==> src/design/pcs_regs.vh <==
// Code-group values, delimiters and timing counts of the nibble codec.
`ifndef PCS_REGS_VH
`define PCS_REGS_VH

// ***************************************************************
// Control code-groups.
// ***************************************************************
`define PCS_CG_IDLE 5'h1F
`define PCS_CG_J 5'h18
`define PCS_CG_K 5'h11
`define PCS_CG_T 5'h0D
`define PCS_CG_R 5'h07
`define PCS_CG_H 5'h04

// ***************************************************************
// Data code-groups, one per nibble value.
// ***************************************************************
`define PCS_CG_D0 5'h1E
`define PCS_CG_D1 5'h09
`define PCS_CG_D2 5'h14
`define PCS_CG_D3 5'h15
`define PCS_CG_D4 5'h0A
`define PCS_CG_D5 5'h0B
`define PCS_CG_D6 5'h0E
`define PCS_CG_D7 5'h0F
`define PCS_CG_D8 5'h12
`define PCS_CG_D9 5'h13
`define PCS_CG_DA 5'h16
`define PCS_CG_DB 5'h17
`define PCS_CG_DC 5'h1A
`define PCS_CG_DD 5'h1B
`define PCS_CG_DE 5'h1C
`define PCS_CG_DF 5'h1D

// ***************************************************************
// Stream framing and timing counts.
// ***************************************************************
`define PCS_SSD_PAIR 10'h311
`define PCS_PREAMBLE_NIB 4'h5
`define PCS_LAST_BIT 3'h4
`define PCS_TXBUF_WIDTH 6

`endif

==> src/design/pcs_nibble_codec.v <==
// Nibble to code-group coding sublayer with alignment, carrier sense and collision.
`timescale 1ns/1ps
`default_nettype none
`include "pcs_regs.vh"


module pcs_nibble_codec (
   input wire sys_clk,
   input wire reset,
   input wire [3:0] txd,
   input wire txEn,
   input wire txEr,
   input wire txValid,
   output wire txReady,
   output wire txCodeBit,
   input wire rxCodeBit,
   input wire linkStatus,
   output wire [3:0] rxd,
   output wire rxDv,
   output wire rxEr,
   output wire rxStrobe,
   output wire crs,
   output wire col
);

   // ***************************************************************
   // State codes.
   // ***************************************************************
   localparam [1:0] TX_IDLE = 2'h0; // Sending idle fill.
   localparam [1:0] TX_SSDK = 2'h1; // Second half of start delimiter.
   localparam [1:0] TX_DATA = 2'h2; // Sending stream data.
   localparam [1:0] TX_ESDR = 2'h3; // Second half of end delimiter.
   localparam [1:0] RX_HUNT = 2'h0; // Searching for the start delimiter.
   localparam [1:0] RX_DATA = 2'h1; // Aligned, decoding groups.
   localparam [1:0] RX_WAITR = 2'h2; // T seen, expecting R.

   // ***************************************************************
   // Coding functions.
   // ***************************************************************

   // Maps a nibble to its data code-group.
   function [4:0] encNibble;
      input [3:0] nib;
      begin
         case (nib)
            4'h0: encNibble = `PCS_CG_D0;
            4'h1: encNibble = `PCS_CG_D1;
            4'h2: encNibble = `PCS_CG_D2;
            4'h3: encNibble = `PCS_CG_D3;
            4'h4: encNibble = `PCS_CG_D4;
            4'h5: encNibble = `PCS_CG_D5;
            4'h6: encNibble = `PCS_CG_D6;
            4'h7: encNibble = `PCS_CG_D7;
            4'h8: encNibble = `PCS_CG_D8;
            4'h9: encNibble = `PCS_CG_D9;
            4'hA: encNibble = `PCS_CG_DA;
            4'hB: encNibble = `PCS_CG_DB;
            4'hC: encNibble = `PCS_CG_DC;
            4'hD: encNibble = `PCS_CG_DD;
            4'hE: encNibble = `PCS_CG_DE;
            default: encNibble = `PCS_CG_DF;
         endcase
      end
   endfunction

   // Returns a data flag above the decoded nibble; non-data groups give zero.
   function [4:0] decGroup;
      input [4:0] grp;
      begin
         case (grp)
            `PCS_CG_D0: decGroup = 5'h10;
            `PCS_CG_D1: decGroup = 5'h11;
            `PCS_CG_D2: decGroup = 5'h12;
            `PCS_CG_D3: decGroup = 5'h13;
            `PCS_CG_D4: decGroup = 5'h14;
            `PCS_CG_D5: decGroup = 5'h15;
            `PCS_CG_D6: decGroup = 5'h16;
            `PCS_CG_D7: decGroup = 5'h17;
            `PCS_CG_D8: decGroup = 5'h18;
            `PCS_CG_D9: decGroup = 5'h19;
            `PCS_CG_DA: decGroup = 5'h1A;
            `PCS_CG_DB: decGroup = 5'h1B;
            `PCS_CG_DC: decGroup = 5'h1C;
            `PCS_CG_DD: decGroup = 5'h1D;
            `PCS_CG_DE: decGroup = 5'h1E;
            `PCS_CG_DF: decGroup = 5'h1F;
            default: decGroup = 5'h00;
         endcase
      end
   endfunction

   // ***************************************************************
   // Transmit buffer.
   // ***************************************************************
   wire bufValid; // A client nibble waits.
   wire [5:0] bufData; // Waiting word: enable, error, nibble.
   wire bufPop; // The serializer takes the waiting word.

   // Client nibbles wait here; txReady stalls the client when both slots fill.
   pcs_skid_buf txBuf (
      .sys_clk(sys_clk),
      .reset(reset),
      .inValid(txValid),
      .inReady(txReady),
      .inData({txEn, txEr, txd}),
      .outValid(bufValid),
      .outReady(bufPop),
      .outData(bufData)
   );

   // ***************************************************************
   // Transmit process.
   // ***************************************************************
   reg [1:0] txState_r; // Transmit state.
   reg [1:0] txState_nxt; // Next transmit state.
   reg [4:0] txGroup_nxt; // Group loaded at the next boundary.
   reg txPop; // Word is consumed at the boundary.
   reg [4:0] txSh_r; // Group being shifted out.
   reg [2:0] txBitCnt_r; // Bit position within the group.
   reg txActive_r; // Internal transmitting flag.
   wire txLoad; // Last bit of the group is on the line.

   assign txLoad = (txBitCnt_r == `PCS_LAST_BIT);
   assign bufPop = txLoad & txPop;

   // Chooses the next group from the waiting word; a missing word ends a stream.
   always @* begin
      txState_nxt = txState_r;
      txGroup_nxt = `PCS_CG_IDLE;
      txPop = bufValid;
      if (!linkStatus) begin
         // Link lost: fall back to idle and flush the client words.
         txState_nxt = TX_IDLE;
      end else begin
         case (txState_r)
            TX_IDLE: begin
               if (bufValid && bufData[5]) begin
                  // First preamble nibble is replaced by J.
                  txGroup_nxt = `PCS_CG_J;
                  txState_nxt = TX_SSDK;
               end
            end
            TX_SSDK: begin
               // Second preamble nibble is replaced by K.
               txGroup_nxt = `PCS_CG_K;
               txState_nxt = TX_DATA;
            end
            TX_DATA: begin
               if (bufValid && bufData[5]) begin
                  if (bufData[4]) begin
                     txGroup_nxt = `PCS_CG_H;
                  end else begin
                     txGroup_nxt = encNibble(bufData[3:0]);
                  end
               end else begin
                  // Enable dropped or nothing waits: close the stream.
                  txGroup_nxt = `PCS_CG_T;
                  txState_nxt = TX_ESDR;
               end
            end
            TX_ESDR: begin
               txGroup_nxt = `PCS_CG_R;
               txState_nxt = TX_IDLE;
               txPop = 1'b0;
            end
            default: begin
               txState_nxt = TX_IDLE;
            end
         endcase
      end
   end

   // Transmit bits: one code-bit per clock, most significant bit first.
   always @(posedge sys_clk) begin
      if (reset) begin
         txState_r <= TX_IDLE;
         txSh_r <= `PCS_CG_IDLE;
         txBitCnt_r <= 3'h0;
         txActive_r <= 1'b0;
      end else if (txLoad) begin
         // Groups follow one another with no gap.
         txState_r <= txState_nxt;
         txSh_r <= txGroup_nxt;
         txBitCnt_r <= 3'h0;
         txActive_r <= (txGroup_nxt != `PCS_CG_IDLE);
      end else begin
         txSh_r <= {txSh_r[3:0], 1'b1};
         txBitCnt_r <= txBitCnt_r + 3'h1;
         if (!linkStatus) begin
            txActive_r <= 1'b0;
         end
      end
   end

   assign txCodeBit = txSh_r[4];

   // ***************************************************************
   // Receive process.
   // ***************************************************************
   reg [9:0] rxSh_r; // Last ten received code-bits.
   reg [1:0] rxState_r; // Receive state.
   reg [2:0] rxBitCnt_r; // Bit position within the aligned group.
   reg rxActive_r; // Internal receiving flag.
   reg pre2_r; // Second restored preamble nibble is due.
   reg [3:0] rxd_r; // Received nibble.
   reg rxDv_r; // Received data valid.
   reg rxEr_r; // Received error.
   reg rxStrobe_r; // New nibble on the outputs.
   wire [9:0] rxShNext; // Shift register including this clock's bit.
   wire [4:0] rxGroup; // Group just completed on the aligned boundary.
   wire [4:0] rxDec; // Decoded group.
   wire rxBoundary; // A whole aligned group has arrived.

   assign rxShNext = {rxSh_r[8:0], rxCodeBit};
   assign rxGroup = rxShNext[4:0];
   assign rxDec = decGroup(rxGroup);
   assign rxBoundary = (rxBitCnt_r == `PCS_LAST_BIT);

   // Receive bits: every clock shifts in one code-bit.
   always @(posedge sys_clk) begin
      if (reset) begin
         rxSh_r <= 10'h000;
      end else begin
         rxSh_r <= rxShNext;
      end
   end

   // Alignment, decoding and stream framing.
   always @(posedge sys_clk) begin
      if (reset) begin
         rxState_r <= RX_HUNT;
         rxBitCnt_r <= 3'h0;
         rxActive_r <= 1'b0;
         pre2_r <= 1'b0;
         rxd_r <= 4'h0;
         rxDv_r <= 1'b0;
         rxEr_r <= 1'b0;
         rxStrobe_r <= 1'b0;
      end else if (!linkStatus) begin
         // Link lost: abandon any stream and hunt again.
         rxState_r <= RX_HUNT;
         rxActive_r <= 1'b0;
         pre2_r <= 1'b0;
         rxDv_r <= 1'b0;
         rxEr_r <= 1'b0;
         rxStrobe_r <= 1'b0;
      end else begin
         rxStrobe_r <= 1'b0;
         rxBitCnt_r <= rxBoundary ? 3'h0 : rxBitCnt_r + 3'h1;
         case (rxState_r)
            RX_HUNT: begin
               rxDv_r <= 1'b0;
               rxEr_r <= 1'b0;
               if (rxShNext == `PCS_SSD_PAIR) begin
                  // J K fixes the boundary and restores the first preamble nibble.
                  rxState_r <= RX_DATA;
                  rxBitCnt_r <= 3'h0;
                  rxActive_r <= 1'b1;
                  rxd_r <= `PCS_PREAMBLE_NIB;
                  rxDv_r <= 1'b1;
                  rxStrobe_r <= 1'b1;
                  pre2_r <= 1'b1;
               end
            end
            RX_DATA: begin
               if (pre2_r) begin
                  // Second restored preamble nibble.
                  rxStrobe_r <= 1'b1;
                  pre2_r <= 1'b0;
               end
               if (rxBoundary) begin
                  if (rxDec[4]) begin
                     // Data is decoded only inside an aligned stream.
                     rxd_r <= rxDec[3:0];
                     rxEr_r <= 1'b0;
                     rxStrobe_r <= 1'b1;
                  end else if (rxGroup == `PCS_CG_T) begin
                     rxState_r <= RX_WAITR;
                  end else if (rxGroup == `PCS_CG_IDLE) begin
                     // Idle inside a stream ends it without a delimiter.
                     rxState_r <= RX_HUNT;
                     rxActive_r <= 1'b0;
                     rxDv_r <= 1'b0;
                  end else begin
                     // H, stray control or invalid group marks an error nibble.
                     rxd_r <= 4'h0;
                     rxEr_r <= 1'b1;
                     rxStrobe_r <= 1'b1;
                  end
               end
            end
            RX_WAITR: begin
               if (rxBoundary) begin
                  rxState_r <= RX_HUNT;
                  rxActive_r <= 1'b0;
                  if (rxGroup == `PCS_CG_R) begin
                     rxDv_r <= 1'b0;
                  end else begin
                     // Broken end delimiter: flag one error nibble, then drop valid.
                     rxd_r <= 4'h0;
                     rxEr_r <= 1'b1;
                     rxStrobe_r <= 1'b1;
                  end
               end
            end
            default: begin
               rxState_r <= RX_HUNT;
               rxActive_r <= 1'b0;
            end
         endcase
      end
   end

   assign rxd = rxd_r;
   assign rxDv = rxDv_r;
   assign rxEr = rxEr_r;
   assign rxStrobe = rxStrobe_r;

   // ***************************************************************
   // Carrier sense and collision.
   // ***************************************************************
   reg crs_r; // Carrier sense output.
   reg col_r; // Collision output.

   // Both indications are registered one clock after the flags.
   always @(posedge sys_clk) begin
      if (reset) begin
         crs_r <= 1'b0;
         col_r <= 1'b0;
      end else begin
         crs_r <= txActive_r | rxActive_r;
         col_r <= txActive_r & rxActive_r;
      end
   end

   assign crs = crs_r;
   assign col = col_r;

endmodule // pcs_nibble_codec

`default_nettype wire

==> src/design/pcs_skid_buf.v <==
// Two-entry buffer with valid and ready on both sides.
`timescale 1ns/1ps
`default_nettype none

module pcs_skid_buf (
   input wire sys_clk,
   input wire reset,
   input wire inValid,
   output wire inReady,
   input wire [5:0] inData,
   output wire outValid,
   input wire outReady,
   output wire [5:0] outData
);

   // ***************************************************************
   // Storage and pointers.
   // ***************************************************************
   reg [5:0] mem_r [0:1]; // The two stored words.
   reg wrPtr_r; // Slot written next.
   reg rdPtr_r; // Slot read next.
   reg [1:0] count_r; // Number of words held.

   wire doPush; // A word enters this cycle.
   wire doPop; // A word leaves this cycle.

   // Full and empty are honest: ready drops only when both slots hold a word.
   assign inReady = (count_r != 2'h2);
   assign outValid = (count_r != 2'h0);
   assign outData = mem_r[rdPtr_r];
   assign doPush = inValid & inReady;
   assign doPop = outValid & outReady;

   // Pointers and the count move on push and pop.
   always @(posedge sys_clk) begin
      if (reset) begin
         wrPtr_r <= 1'b0;
         rdPtr_r <= 1'b0;
         count_r <= 2'h0;
      end else begin
         if (doPush) begin
            wrPtr_r <= ~wrPtr_r;
         end
         if (doPop) begin
            rdPtr_r <= ~rdPtr_r;
         end
         if (doPush && !doPop) begin
            count_r <= count_r + 2'h1;
         end else if (doPop && !doPush) begin
            count_r <= count_r - 2'h1;
         end
      end
   end

   // The slot under the write pointer takes the incoming word.
   always @(posedge sys_clk) begin
      if (doPush) begin
         mem_r[wrPtr_r] <= inData;
      end
   end

endmodule // pcs_skid_buf

`default_nettype wire

==> config.mk <==
export PLATFORM = sky130hd
export DESIGN_NAME = pcs_nibble_codec
export DESIGN_NICKNAME = d
export VERILOG_FILES = /design/src/design/pcs_nibble_codec.v /design/src/design/pcs_skid_buf.v
export VERILOG_INCLUDE_DIRS = /design/src /design/src/design
export SDC_FILE = /design/constraint.sdc
export NUM_CORES = 1
export LEC_CHECK = 0
export ABC_AREA = 0
export BUFFER_PORTS_ARGS = -buffer_cell sky130_fd_sc_hd__clkbuf_2
export CORE_UTILIZATION = 34
export DETAILED_ROUTE_END_ITERATION = 8
export MAX_ROUTING_LAYER = met4
export PLACE_DENSITY = 0.61
export SLEW_MARGIN = 20
export SYNTH_ARGS = -nofsm -noshare
export SYNTH_HDL_FRONTEND = slang
export SYNTH_SLANG_ARGS = --single-unit
export TNS_END_PERCENT = 1
==> constraint.sdc <==
create_clock -name sys_clk -period 4.1 [get_ports sys_clk]
set_input_delay 0.205 -clock sys_clk [delete_from_list [all_inputs] [get_ports sys_clk]]
set_output_delay 0.205 -clock sys_clk [all_outputs]
set_load 0.05 [all_outputs]
==> flow_summary.toml <==
[status]
status = "finished, final reports clean"

[pwr]
power.density_cell_area_nw_per_um2 = 340
final_power_mw = 1.03
power.combinational.fraction_pct = 12.1
p_switching_mw = 0.289
power.ir.vdd_worst_mv = 0.152
sw_frac_of_total_pct = 28.1
power.internal_mw = 0.737
cellLeakagePower_nw = 1.12
seq_power_share_pct = 57.3
clkPwrFrac_pct = 30.6

[route]
wire_per_inst_um = 12.9
drc_errors = 0
number_of_vias_after_detailed_routing = 2094
antenna_left = 0
first_pass_iters = 4
initialDrtViolationCount = 125
routed_wirelength_um = 5380
route.detailed.vias_per_inst = 5.02

[timing]
grt_setup_unrepaired = "false"
period_share_pct = 53.3
timing.final.setup_violations = 0
fmax_mhz = 458
timing.final.hold_violations = 0
totalNegativeSetupSlack_ns = 0
max_slew_vio_count = 0
timing.max_slew.rel_slack_pct = 56.0
worst_case_clock_skew_ns = 0.00596
finalWorstPathRequiredPeriod_ns = 2.18
tightest_slew_ns = 0.658
finalWorstSetupSlack_ns = 1.92
timing.hold.ws_ns = 0.0762

[yosys]
share_of_the_synthesized_area_in_compound_gates_ao_oa_aoi_oai_pct = 16.9
ys_seq_area_share_pct = 42.6
synth_xor_xnor_area_share_pct = 2.48
synth-async-reset-ratio_pct = 0
synthMuxAreaShare_pct = 2.21
synth_enable_flop_cells = 12
syn_inst_count = 298
synthTopCellsByArea = "sky130_fd_sc_hd__dfxtp_1 (30%), sky130_fd_sc_hd__edfxtp_1 (13%), sky130_fd_sc_hd__ha_1 (7.2%), sky130_fd_sc_hd__nor2_1 (5.0%), sky130_fd_sc_hd__nand2_1 (3.9%)"
mappedNetlistNets = 325
synthFlopType = "sky130_fd_sc_hd__dfxtp_1"
synth-adder-area-share_pct = 7.23
post_synth_num_cell_types = 57
flip_flop_and_latch_count_after_synthesis = 53
post-synth-top-area-fraction_pct = 29.6
synth.yosys.warnings = 0
synth_top_cell_by_area = "sky130_fd_sc_hd__dfxtp_1"
combinational_family_with_the_most_area_after_synthesis = "simple AND/OR/NAND/NOR gates"
synth.cell_area_um2 = 2770
area_fraction_in_and_or_nand_and_nor_cells_after_synthesis_pct = 23.4
syn-mean-instance-area_um2 = 9.30

[clocking]
cts_tree = "built"
post_cts_resized = 0
cts_h_tree_depth = 2
cts.hold.buffers_added = 0
clock_tree.buffer_depth = 2
cts_buffers = 5
clock_sinks = 53
root_buffer = "sky130_fd_sc_hd__clkbuf_8"
clkLatencyLatePin_ns = 0.31
worst_setup_hold_path_clk_slew_ns = 0.11
postCtsSetupBuffers = 0

[grt]
gr-usage-all-layers_pct = 14.1
grt_start_max_net_pins = 30
grt_overflow = 0
antenna_found_initial = 0
first_global_vias = 1985
grt_pass1_wl_um = 9400

[floorplanning]
floorplan.die.height_um = 92.3
die_area_um2 = 8510
ioPinCount = 22
initial_utilization_pct = 35.5
design.core.area_um2 = 7810
num_rows = 32
die-width_um = 92.3

[setup_path]
arrival_ns = 2.42
cp-end-kind = "flip-flop"
crit_path_max_fanout = 9
worst-setup-path-type = "flip-flop to flip-flop"
r2r_setup_slack_ns = 1.92
cp-start-kind = "flip-flop"
r2r-start = "rxSh_r[0]"
crit_required_ns = 4.33
worstRegToRegCells = 7
timing.rr.end = "rxd[2]"

[placement]
placed_cells = 409
placement.cell_area_um2 = 2920
dp_hpwl_um = 3970
port_buffers = 21
gp_congestion = 0.821
detailedPlace.worstSlack_ns = 1.96

[final_layout]
final_util_pct = 38.6
proportion_of_layout_cells_with_a_drive_suffix_above_1_pct = 12.7
mostFrequentLayoutCell = "sky130_fd_sc_hd__dfxtp_1"
final_cells = 417
finalNetCount = 341
final_cell_area_um2 = 3010
layout_common_cells = "sky130_fd_sc_hd__dfxtp_1 (41), sky130_fd_sc_hd__nor2_1 (37), sky130_fd_sc_hd__nand2_1 (29)"
diodes = 0
layout-area-overhead-vs-synth_pct = 8.81

[worst_hold_path]
worstHoldStart = "txd[1]"
worstHoldPathType = "primary input to flip-flop"
hold_end = "txBuf.mem_r[0][1]"
holdPathStages = 1

[run]
max-cap-violations = 0
[worst max-delay path by stage]
stage,startpoint,endpoint,slack [ns],cells after the start
2_1_floorplan,rxState_r[0],rxd[1],2.12,7
3_3_place_gp,flip-flop,txActive_r,1.99,5
3_5_place_dp,rxState_r[0],rxd[1],1.96,7
4_1_cts,rxState_r[0],rxd[1],1.93,7
5_1_grt,rxSh_r[0],rxd[1],1.68,7
6_report,rxSh_r[0],rxd[2],1.92,7
[power groups by stage]
stage | sequential [mW] | combinational (mW) | clock [mW]
after global routing | 0.592 | 0.142 | 0.345
after CTS | 0.587 | 0.125 | 0.330
final | 0.588 | 0.124 | 0.314
after floorplan | 0.591 | 0.102 | 0
after detailed placement | 0.599 | 0.124 | 0
after global placement | 0.599 | 0.123 | 0
[layer usage]
metal  GRT usage [%]  part of all wire, %
met5               -                    0
met1            18.8                   52
met3            2.49                  2.2
met2            21.6                   45
met4            4.30                 0.93
[critical path: stages, from the launching register on]
cell                       delay, ns
sky130_fd_sc_hd__dfxtp_1        0.54
sky130_fd_sc_hd__inv_1          0.17
sky130_fd_sc_hd__ha_1           0.22
sky130_fd_sc_hd__nor2b_1        0.10
sky130_fd_sc_hd__o221ai_1       0.18
sky130_fd_sc_hd__nor3b_1        0.52
sky130_fd_sc_hd__a311oi_1       0.19
sky130_fd_sc_hd__nor3_1         0.20
[flip-flops by register name (all words and copies together) (netlist names), 2 cells and up, named ones only]
register       cells
txBuf.mem_r       12
rxSh_r             9
txSh_r             5
rxd                4
rxBitCnt_r         3
txBitCnt_r         3
rxState_r          2
txBuf.count_r      2
txState_r          2
[layout make-up]
type,count,area [µm²]
Fill cell,790,4790
Multi-Input combinational cell,217,1450
Timing Repair Buffer,21,105
Clock buffer,5,68.8
Tap cell,102,128
Clock inverter,3,26.3
Inverter,16,60.1
Sequential cell,53,1180
[synthesized netlist by cell type (3+ instances only)]
library cell	count
sky130_fd_sc_hd__edfxtp_1	12
sky130_fd_sc_hd__nand3_1	8
sky130_fd_sc_hd__a211oi_1	3
sky130_fd_sc_hd__o31ai_1	5
sky130_fd_sc_hd__buf_6	4
sky130_fd_sc_hd__ha_1	16
sky130_fd_sc_hd__inv_1	16
sky130_fd_sc_hd__nand2_1	29
sky130_fd_sc_hd__or3_1	3
sky130_fd_sc_hd__nor3_1	7
sky130_fd_sc_hd__a21oi_1	13
sky130_fd_sc_hd__nand2b_1	6
sky130_fd_sc_hd__clkbuf_1	5
sky130_fd_sc_hd__nor2_1	37
sky130_fd_sc_hd__mux2i_1	5
sky130_fd_sc_hd__o21ai_0	15
sky130_fd_sc_hd__or4_1	3
sky130_fd_sc_hd__a311oi_1	3
sky130_fd_sc_hd__nor2b_1	11
sky130_fd_sc_hd__dfxtp_1	41
sky130_fd_sc_hd__nand4_1	4
sky130_fd_sc_hd__o211ai_1	4
sky130_fd_sc_hd__xor2_1	5
[kinds of logic (layout without fill, tap and decap cells)]
group                    Yosys count  in the layout
AO/OA/AOI/OAI                     62             62
adder cells (fa/ha/maj)           16             16
AND/OR/NAND/NOR                  126            126
buffers and inverters             28             45
multiplexers                       6              6
XOR/XNOR                           7              7
flip-flops                        53             53
No activity file was read; power rests on OpenSTA's default activity.
